`src/rtl/gio_defs.vh`:
```
`ifndef GIO_DEFS_VH
`define GIO_DEFS_VH

// register word select inside one port window
`define GIO_REG_DIR     2'h0
`define GIO_REG_DATA    2'h1
`define GIO_REG_PINS    2'h2
`define GIO_REG_IBUF    2'h3

// address field positions
`define GIO_ADDR_W      12
`define GIO_REG_LSB     2
`define GIO_PORT_LSB    4
`define GIO_PORT_MSB    7
`define GIO_HI_LSB      8
`define GIO_HI_MSB      11

// port count and per-port bit masks, index 0..10 = 1,2,3,4,5,6,A,D,H,J,K
`define GIO_NPORTS      11
`define GIO_MASK_FULL   8'hFF
`define GIO_MASK_P2     8'h0F
`define GIO_MASK_P6     8'h7F
`define GIO_MASK_PA     8'hFE
`define GIO_IDX_P2      1
`define GIO_IDX_P4      3
`define GIO_IDX_P5      4
`define GIO_IDX_P6      5
`define GIO_IDX_PA      6

// reset values
`define GIO_DIR_RST     8'h00
`define GIO_DATA_RST    8'h00
`define GIO_IBUF_RST    8'h00
// value returned by a direction read
`define GIO_DIR_RDVAL   8'h00

`endif

```
`src/rtl/gio_sync2.v`:
```
`timescale 1ns/1ps
module gio_sync2 #(
  parameter W = 8
) (
  input  wire         mclk,
  input  wire         nrst,
  input  wire         ce,
  input  wire [W-1:0] asyncIn,
  output wire [W-1:0] syncOut
);

  reg [W-1:0] meta_q;
  reg [W-1:0] stab_q;

  // two-stage capture; meta_q is read only by stab_q
  always @(posedge mclk)
  begin
    if (!nrst)
    begin
      meta_q <= {W{1'b0}};
      stab_q <= {W{1'b0}};
    end
    else if (ce)
    begin
      meta_q <= asyncIn;
      stab_q <= meta_q;
    end
  end

  assign syncOut = stab_q;

endmodule

```
`src/rtl/gio_port_regs.v`:
```
`timescale 1ns/1ps
`include "gio_defs.vh"
module gio_port_regs #(
  parameter [7:0] MASK   = 8'hFF,
  parameter       HASDIR = 1
) (
  input  wire       mclk,
  input  wire       nrst,
  input  wire       ce,
  input  wire       wrDir,
  input  wire       wrData,
  input  wire       wrIbuf,
  input  wire [7:0] wdata,
  input  wire [7:0] pinLvl,
  output wire [7:0] dataOut,
  output wire [7:0] ibufOut,
  output wire [7:0] readback,
  output wire [7:0] periphIn,
  output wire [7:0] pinOut,
  output wire [7:0] pinOutEnN
);

  reg [7:0] dir_q;
  reg [7:0] data_q;
  reg [7:0] ibuf_q;

  // reserved bits never store, so they always read as reset value
  always @(posedge mclk)
  begin
    if (!nrst)
    begin
      dir_q  <= `GIO_DIR_RST;
      data_q <= `GIO_DATA_RST;
      ibuf_q <= `GIO_IBUF_RST;
    end
    else if (ce)
    begin
      if (wrDir && (HASDIR != 0))
        dir_q <= wdata & MASK;
      if (wrData && (HASDIR != 0))
        data_q <= wdata & MASK;
      if (wrIbuf)
        ibuf_q <= wdata & MASK;
    end
  end

  assign dataOut   = data_q;
  assign ibufOut   = ibuf_q;
  // driver enabled only for output bits; enable is active low
  assign pinOutEnN = ~dir_q;
  assign pinOut    = data_q;
  // readback has no storage of its own: output bits show the data register, input bits the pins
  assign readback  = ((dir_q & data_q) | (~dir_q & pinLvl)) & MASK;
  // disabled input buffer holds the on-chip input high
  assign periphIn  = (pinLvl & MASK) | ~ibuf_q;

endmodule

```
`src/rtl/gio_core.v`:
```
`timescale 1ns/1ps
`include "gio_defs.vh"
module gio_core #(
  parameter NP = `GIO_NPORTS
) (
  input  wire                   mclk,
  input  wire                   nrst,
  input  wire                   ce,
  input  wire [`GIO_ADDR_W-1:0] paddr,
  input  wire                   psel,
  input  wire                   penable,
  input  wire                   pwrite,
  input  wire [31:0]            pwdata,
  input  wire [3:0]             pstrb,
  output wire [31:0]            prdata,
  output wire                   pready,
  output wire                   pslverr,
  input  wire [8*NP-1:0]        pinIn,
  output wire [8*NP-1:0]        pinOut,
  output wire [8*NP-1:0]        pinOutEnN,
  output wire [8*NP-1:0]        periphIn
);

  // per-port valid bit mask
  function [7:0] portMask;
    input integer idx;
    begin
      if (idx == `GIO_IDX_P2)
        portMask = `GIO_MASK_P2;
      else if (idx == `GIO_IDX_P6)
        portMask = `GIO_MASK_P6;
      else if (idx == `GIO_IDX_PA)
        portMask = `GIO_MASK_PA;
      else
        portMask = `GIO_MASK_FULL;
    end
  endfunction

  // input-only ports carry no direction or data register
  function portHasDir;
    input integer idx;
    begin
      portHasDir = !((idx == `GIO_IDX_P4) || (idx == `GIO_IDX_P5));
    end
  endfunction

  wire [8*NP-1:0] pinSync;
  wire [8*NP-1:0] dataAll;
  wire [8*NP-1:0] ibufAll;
  wire [8*NP-1:0] readAll;
  wire [NP-1:0]   hasDirAll;

  reg  [31:0]     prdata_q;
  reg             pslverr_q;
  reg             armed_q;
  reg  [31:0]     prdata_d;
  reg             pslverr_d;

  // address fields
  wire [3:0] portSel = paddr[`GIO_PORT_MSB:`GIO_PORT_LSB];
  wire [1:0] regSel  = paddr[`GIO_REG_LSB+1:`GIO_REG_LSB];
  wire [3:0] hiBits  = paddr[`GIO_HI_MSB:`GIO_HI_LSB];
  wire       portOk  = (hiBits == 4'h0) && (portSel < NP);

  // write only at the completing edge; byte lane 0 carries the data
  wire accessWr = psel && penable && pwrite && pready && pstrb[0];

  // pins come from the board, so they are synchronised first
  gio_sync2 #(
    .W (8*NP)
  ) uSync (
    .mclk    (mclk),
    .nrst    (nrst),
    .ce      (ce),
    .asyncIn (pinIn),
    .syncOut (pinSync)
  );

  genvar gi;
  generate
    for (gi = 0; gi < NP; gi = gi + 1)
    begin : gPort
      wire hit = portOk && (portSel == gi);
      assign hasDirAll[gi] = portHasDir(gi);
      gio_port_regs #(
        .MASK   (portMask(gi)),
        .HASDIR (portHasDir(gi) ? 1 : 0)
      ) uRegs (
        .mclk      (mclk),
        .nrst      (nrst),
        .ce        (ce),
        .wrDir     (accessWr && hit && (regSel == `GIO_REG_DIR)),
        .wrData    (accessWr && hit && (regSel == `GIO_REG_DATA)),
        .wrIbuf    (accessWr && hit && (regSel == `GIO_REG_IBUF)),
        .wdata     (pwdata[7:0]),
        .pinLvl    (pinSync[8*gi+:8]),
        .dataOut   (dataAll[8*gi+:8]),
        .ibufOut   (ibufAll[8*gi+:8]),
        .readback  (readAll[8*gi+:8]),
        .periphIn  (periphIn[8*gi+:8]),
        .pinOut    (pinOut[8*gi+:8]),
        .pinOutEnN (pinOutEnN[8*gi+:8])
      );
    end
  endgenerate

  // selected port's slices for the read mux
  wire [3:0] pIdx    = portOk ? portSel : 4'h0;
  wire [7:0] selData = dataAll[8*pIdx+:8];
  wire [7:0] selIbuf = ibufAll[8*pIdx+:8];
  wire [7:0] selRead = readAll[8*pIdx+:8];
  wire       selDir  = hasDirAll[pIdx];

  // read data and error decided in the setup cycle, one cycle early
  always @*
  begin
    prdata_d  = 32'h00000000;
    pslverr_d = 1'b0;
    if (!portOk)
      pslverr_d = 1'b1;
    else
    begin
      case (regSel)
        `GIO_REG_DIR:
        begin
          // stored setting is never returned
          prdata_d  = {24'h000000, `GIO_DIR_RDVAL};
          pslverr_d = !selDir;
        end
        `GIO_REG_DATA:
        begin
          prdata_d  = selDir ? {24'h000000, selData} : 32'h00000000;
          pslverr_d = !selDir;
        end
        `GIO_REG_PINS:
          prdata_d  = {24'h000000, selRead};
        `GIO_REG_IBUF:
          prdata_d  = {24'h000000, selIbuf};
        default:
          pslverr_d = 1'b1;
      endcase
    end
  end

  // answer registered so bus data comes from flops
  always @(posedge mclk)
  begin
    if (!nrst)
    begin
      prdata_q  <= 32'h00000000;
      pslverr_q <= 1'b0;
    end
    else if (ce && psel && !armed_q)
    begin
      prdata_q  <= pwrite ? 32'h00000000 : prdata_d;
      pslverr_q <= pslverr_d;
    end
  end

  // armed once the answer sits in the flops; a setup edge lost to a
  // low clock enable costs one wait state instead of stale read data
  always @(posedge mclk)
  begin
    if (!nrst)
      armed_q <= 1'b0;
    else if (ce && psel)
      armed_q <= !armed_q;
  end

  // zero wait states while the clock enable stays high
  assign pready  = ce && armed_q;
  assign prdata  = prdata_q;
  assign pslverr = pslverr_q && psel && penable;

endmodule

```
`config.mk`:
```
export PLATFORM = sky130hd
export DESIGN_NAME = gio_core
export DESIGN_NICKNAME = d
export VERILOG_FILES = /design/src/rtl/gio_sync2.v /design/src/rtl/gio_port_regs.v /design/src/rtl/gio_core.v
export VERILOG_INCLUDE_DIRS = /design/src /design/src/rtl
export SDC_FILE = /design/constraint.sdc
export NUM_CORES = 1
export LEC_CHECK = 0
export BUFFER_PORTS_ARGS = -buffer_cell sky130_fd_sc_hd__buf_2
export CAP_MARGIN = 20
export CORE_MARGIN = 2
export CORE_UTILIZATION = 45
export DETAILED_ROUTE_END_ITERATION = 10
export GPL_TIMING_DRIVEN = 0
export PLACE_DENSITY = 0.75
export SKIP_CTS_REPAIR_TIMING = 1
export SYNTH_ARGS = -nofsm -noshare
export SYNTH_HDL_FRONTEND = slang
export SYNTH_SLANG_ARGS = --single-unit
```
`constraint.sdc`:
```
create_clock -name mclk -period 5.9 [get_ports mclk]
set_input_delay 0 -clock mclk [delete_from_list [all_inputs] [get_ports mclk]]
set_output_delay 0 -clock mclk [all_outputs]
set_load 0.1 [all_outputs]
```
After elaboration in Yosys (flattened, before gate mapping):

Memories as Yosys holds them, arrays and structs flattened.
Cells that the tools add are included.

* add/sub/neg operators: 0
* bitwise logic cells: 58
* reduce and logical (&&, ||, !) cells: 96
* multipliers: 0
* mux-type cells: 8
* magnitude comparators: 2
* div/mod/pow operators: 0
* equality and inequality tests: 13
* shift operators: 3

Operators by type and width (number)
* 88-bit by 8-bit indexed part select with 8-bit output: 3
* 8-bit NOT: 16
* 8-bit bitwise OR: 16
* 32-bit case mux with 4 select lines: 1
* 8-bit AND: 14
* 32-bit 2-to-1 mux: 2
* 1-bit logical AND: 61
* 2-bit AND reduction: 29
* 4-bit by 3-bit equality test with 1-bit output, second input constant: 4
* 4-bit NOT with 8-bit output: 2
* 7-bit NOT with 8-bit output: 2
* 7-bit AND: 2
* 4-bit equality test, second input constant: 3
* 4-bit AND: 2
* 4-bit by 2-bit equality test with 1-bit output, second input constant: 2
* 4-bit zero test: 2
* 8-bit 2-to-1 mux: 1
* 4-bit by 8-bit bitwise OR with 8-bit output: 1
* 7-bit by 8-bit bitwise OR with 8-bit output: 1
* 7-bit bitwise OR: 1
* 4-bit by 5-bit < comparator with 1-bit output, second input constant: 1
* 2-bit equality test, second input constant: 2
* 4-bit by 1-bit equality test with 1-bit output, second input constant: 1
* 4-bit < comparator, second input constant: 1
* other kinds (7): 10

* memories kept: 1
* bits in read-only memories: 16
* bits in registers: 424
* word-level logic and storage cells: 215
* RAM bits: 0
* latch bits: 0

Memories
* (no name shown): words 16, bits a word 1, rd ports 1, clocked after Yosys merged registers in 0, write ports 0, line gio_core.v:112 `wire selDir = hasDirAll[pIdx];`

Depth between registers and ports, before layout:

* depth in word-level cells: 9
* gate-level depth with buffers: 11
* mapped depth without buffers: 7

Modules after synthesis:

From an unflattened synthesis, not the netlist that was laid out.

* cells, all modules: 2285
* area total of the unflattened synthesis: 21011.4 µm²

Modules (own cells, without submodules)
* gio_port_regs (gPort[0].uRegs ...): area each 1123.6 µm², instances 6, cells an instance 118
* gio_sync2: area each 6735.2 µm², instances 1, cells an instance 567
* gio_core: area each 3379.5 µm², instances 1, cells an instance 539
* gio_port_regs (gPort[5].uRegs ...): area each 1042.2 µm², instances 2, cells an instance 112
* gio_port_regs (gPort[3].uRegs ...): area each 656.9 µm², instances 2, cells an instance 80
* gio_port_regs (gPort[1].uRegs): area each 757.0 µm², instances 1, cells an instance 87

Worst setup path after synthesis:

No wires, ideal clock.

* kind: register to register
* from: register gPort[2].uRegs.data_q[4]
* to: register prdata_q[4], in the netlist prdata[4]
* data arrival time: 2.206 ns
* path buffers: 0
* path slack: 3.576 ns
* cell stages (with the launch flop): 7
* setup time: 0.119 ns
* path through: dfxtp_1 -> mux2_2 -> mux4_2 -> a221o_1 -> o2111ai_1 -> a21oi_1 -> o221a_2

* longest elaborated chain between the ends: 6
* elaborated cells on any way between the ends: 8

RTL lines
* start, declared: line gio_port_regs.v:24 `reg [7:0] data_q;`
* start signal, assigned: line gio_port_regs.v:33 `` data_q <= `GIO_DATA_RST; ``
* start signal, assigned: line gio_port_regs.v:41 `data_q <= wdata & MASK;`
* 8-bit AND: line gio_port_regs.v:53 `assign readback = ((dir_q & data_q) | (~dir_q & pinLvl)) & MASK;`
* 8-bit bitwise OR: line gio_port_regs.v:53
* 88-bit by 8-bit indexed part select with 8-bit output: line gio_core.v:111 `wire [7:0] selRead = readAll[8*pIdx+:8];`
* 32-bit case mux with 4 select lines *: line gio_core.v:123 `case (regSel)`
* 32-bit 2-to-1 mux *: line gio_core.v:119 `if (!portOk)`
* 32-bit 2-to-1 mux *: line gio_core.v:155 `prdata_q <= pwrite ? 32'h00000000 : prdata_d;`
* end signal, assigned: line gio_core.v:155
* end, declared: line gio_core.v:53 `reg [31:0] prdata_q;`

Every way passes the cells marked *; elsewhere a longest branch is shown, timed or not. The select of a mux whose other input is x is not followed.
A chain may end at the register's enable or synchronous reset.

Final worst setup path:

* from: register armed_q
* to: register gPort[0].uRegs.ibuf_q[5]

* longest elaborated chain between the ends: 6

RTL lines
* start, declared: line gio_core.v:55 `reg armed_q;`
* start signal, assigned: line gio_core.v:167 `armed_q <= !armed_q;`
* 1-bit logical AND: line gio_core.v:171 `assign pready = ce && armed_q;`
* 1-bit logical AND (2 in series): line gio_core.v:66 `wire accessWr = psel && penable && pwrite && pready && pstrb[0];`
* 1-bit logical AND (2 in series): line gio_core.v:94 `` .wrIbuf (accessWr && hit && (regSel == `GIO_REG_IBUF)), ``
* 2-bit AND reduction (no line)
* end signal, assigned: line gio_port_regs.v:34 `` ibuf_q <= `GIO_IBUF_RST; ``
* end signal, assigned: line gio_port_regs.v:43 `ibuf_q <= wdata & MASK;`
* end, declared: line gio_port_regs.v:25 `reg [7:0] ibuf_q;`

Every way passes these cells.

==> flow_summary.toml <==
[synth]
synth.distinct_cells = 57
netlist_area_mm2 = 0.01905
synth-seq-cells = 388
synth_top_area_share = 0.4078
ys.flop_type = "dfxtp_1"
yosysMostFrequentCell = "dfxtp_1"
synth-async-reset-ratio = 0
synthTopCellsByArea = "dfxtp_1, mux2i_1, nor2b_1"
synth.avg_cell_area_um2 = 9.009
yosys.area.top_type = "dfxtp_1"
synth_edf_count = 0
postSynthCellCount = 2114
synthTopCellsByCount = "dfxtp_1, nand2_1, mux2i_1"
yosysSeqAreaShare = 0.4078
synth_warnings = 0

[global_routing]
grt_pass1_wl_um = 109800
grt_use_total = 0.3373
antenna_found_initial = 5
globalRoute.totalOverflow = 0
grt_max_degree = 14
grt_pass1_vias = 16850

[setup_path]
cp_num_buf_inv = 1
critPathLaunchType = "register"
cpMostUsedCell = "nand3_1"
worstPathRequired_ns = 6.39
cp_slowest_cell = "nor3_2"
cp_top_family = "simple AND/OR/NAND/NOR gates"
slowest_delay_ns = 0.60
r2r_cells = 7
crit_chain = "nand2_1 -> nor3_1 -> nand3_1 -> nor3_2 -> clkbuf_1 -> nand3_1 -> a21boi_0"
worstPathArrival_ns = 3.28
r2r_setup_slack_ns = 3.10
path_class = "register to register"
cp_max_fo = 10
reg2reg_from = "armed_q"
reg2reg_to = "gPort[0].uRegs.ibufOut[5]"
critPathCaptureType = "register"

[die]
initial_core_util = 0.4551
dieArea_mm2 = 0.04398
rows = 75
die_w_um = 209.7
io_pins = 440
core_mm2 = 0.04185
die_h_um = 209.7

[cts]
cts_tree = "done"
worst_skew_pair.late_latency_ns = 0.58
cts.sinks = 388
cts_root_buffer = "clkbuf_16"
htree_levels = 2
clkTransAtPathRegs_ns = 0.06
clk_path_buf_depth = 3
cts_buffers = 43

[sta]
fin_setup_tns_ns = 0
clock_skew_ns = 0.01744
slew_headroom = 0.2196
rsz0062_at_grt = "no"
finalHoldViolCount = 0
setup_viol_count_final = 0
drv_slew = 0
min_period_ns = 2.797
finalCritPeriodShare = 0.4740
fmax_ghz = 0.3576
worst_pin_slew_ns = 1.171

[pwr]
power_density_mw_per_mm2 = 254.5
fin_total_pwr_mw = 6.057
peakVddDrop_mv = 0.2145
leakage_nw = 9.368

[outcome]
status = "completed"

[route]
viasPerCell = 5.612
drc_errors = 0
ant_nets = 0
dr.pass1.iters = 7
routedWlPerCell_um = 24.11
drt-total-wl_um = 77310
drt_iter0_markers = 1991
num_vias = 17990

[placement]
place_congestion = 1.000
place_area_mm2 = 0.02161
io_buffers = 317
hpwl_um = 58990

[hold_path]
hold_start = "pwdata[4]"
hold_class = "input port to register"
hold-path-endpoint = "gPort[5].uRegs.dir_q[4]"
min_path_cells = 3

[layout]
finish.instance_area_mm2 = 0.02380
fin_nets = 2778
fillers = 3759
drive_above_1_share = 0.2098
area_growth_pct = 24.97

[run]
max_cap_viol_count = 0
[sequential cells by signal (all words and copies together), names as in the netlist]
| name | count |
|---|---|
| armed_q | 1 |
| gPort.uRegs.dataOut | 66 |
| gPort.uRegs.dir_q | 66 |
| gPort.uRegs.ibufOut | 82 |
| prdata | 8 |
| pslverr_q | 1 |
| uSync.meta_q | 82 |
| uSync.syncOut | 82 |
[worst max-delay path by stage]
| stage | from | to | slack, ns | cells past startpoint |
|---|---|---|---|---|
| final | armed_q | gPort[0].uRegs.ibufOut[5] | 3.10 | 7 |
| after global routing | armed_q | gPort[0].uRegs.ibufOut[1] | 2.96 | 7 |
| after global placement | paddr[3] | prdata[2] | 2.67 | 8 |
| after CTS | armed_q | gPort[0].uRegs.ibufOut[5] | 3.26 | 7 |
| after detailed placement | paddr[3] | prdata[2] | 2.70 | 8 |
| after floorplan | gPort[2].uRegs.dataOut[4] | prdata[4] | 3.58 | 6 |
[power by group]
group,internal (mW),total (mW),switching [mW]
Sequential,2.67,2.71,0.0387
Combinational,0.246,0.749,0.503
Clock,1.48,2.59,1.12
Total,4.40,6.06,1.66
[metal layers]
| layer | global-route usage | vias up | routed length [µm] |
|---|---|---|---|
| met5 | 0 | - | 28 |
| met4 | 0.1590 | 4 | 4046 |
| met3 | 0.07901 | 232 | 8029 |
| met2 | 0.5392 | 1129 | 34780 |
| met1 | 0.4313 | 8510 | 30430 |
| li1 | - | 8117 | - |
[through the flow]
stage	util	worst slack (ns)	cells	hold WS, ns
after floorplan	-	3.576	2186	0.1662
after global placement	0.5155	2.669	3042	0.2566
after detailed placement	0.5163	2.704	3044	0.2647
after CTS	0.5478	3.262	3117	-0.3390
after global routing	0.5685	2.958	3203	0.01946
final	0.5687	3.103	3206	0.007419
[layout make-up]
class / count / area, µm² / area share
Buffer: 232 / 1222 / 0.05136
Antenna cell: 3 / 7.507 / 0.0003154
Clock inverter: 12 / 106.4 / 0.004468
Inverter: 69 / 259.0 / 0.01088
Tap cell: 539 / 674.4 / 0.02833
Multi-Input combinational cell: 1497 / 10070 / 0.4230
Timing Repair Buffer: 405 / 2482 / 0.1043
Sequential cell: 388 / 7767 / 0.3263
Clock buffer: 61 / 1215 / 0.05104
[worst register-to-register path, stage by stage (launching register included)]
cell and delay, ns:
dfxtp_1 0.44, nand2_1 0.09, nor3_1 0.47, nand3_1 0.27, nor3_2 0.60, clkbuf_1 0.48, nand3_1 0.14, a21boi_0 0.21
[cell families after synthesis]
kind of cell | Yosys count | synth area share
simple gates | 807 | 0.2172
flops | 388 | 0.4078
mux | 312 | 0.1823
compound gates | 304 | 0.1145
buf+inv | 301 | 0.07778
other cells | 2 | 0.0003943
[layout by cell type (no fill, tap or decap), types with 44 or more instances in the layout]
| cell type | instances |
|---|---|
| clkbuf_1 | 125 |
| conb_1 | 74 |
| inv_1 | 69 |
| dlygate4sd3_1 | 85 |
| nand2b_1 | 86 |
| nand2_1 | 260 |
| buf_4 | 74 |
| nor2b_1 | 213 |
| mux2i_1 | 249 |
| buf_2 | 342 |
| a21boi_0 | 158 |
| nand3_1 | 187 |
| dfxtp_1 | 388 |
| clkbuf_16 | 44 |
Note: power is estimated with default switching activity, not from simulation.
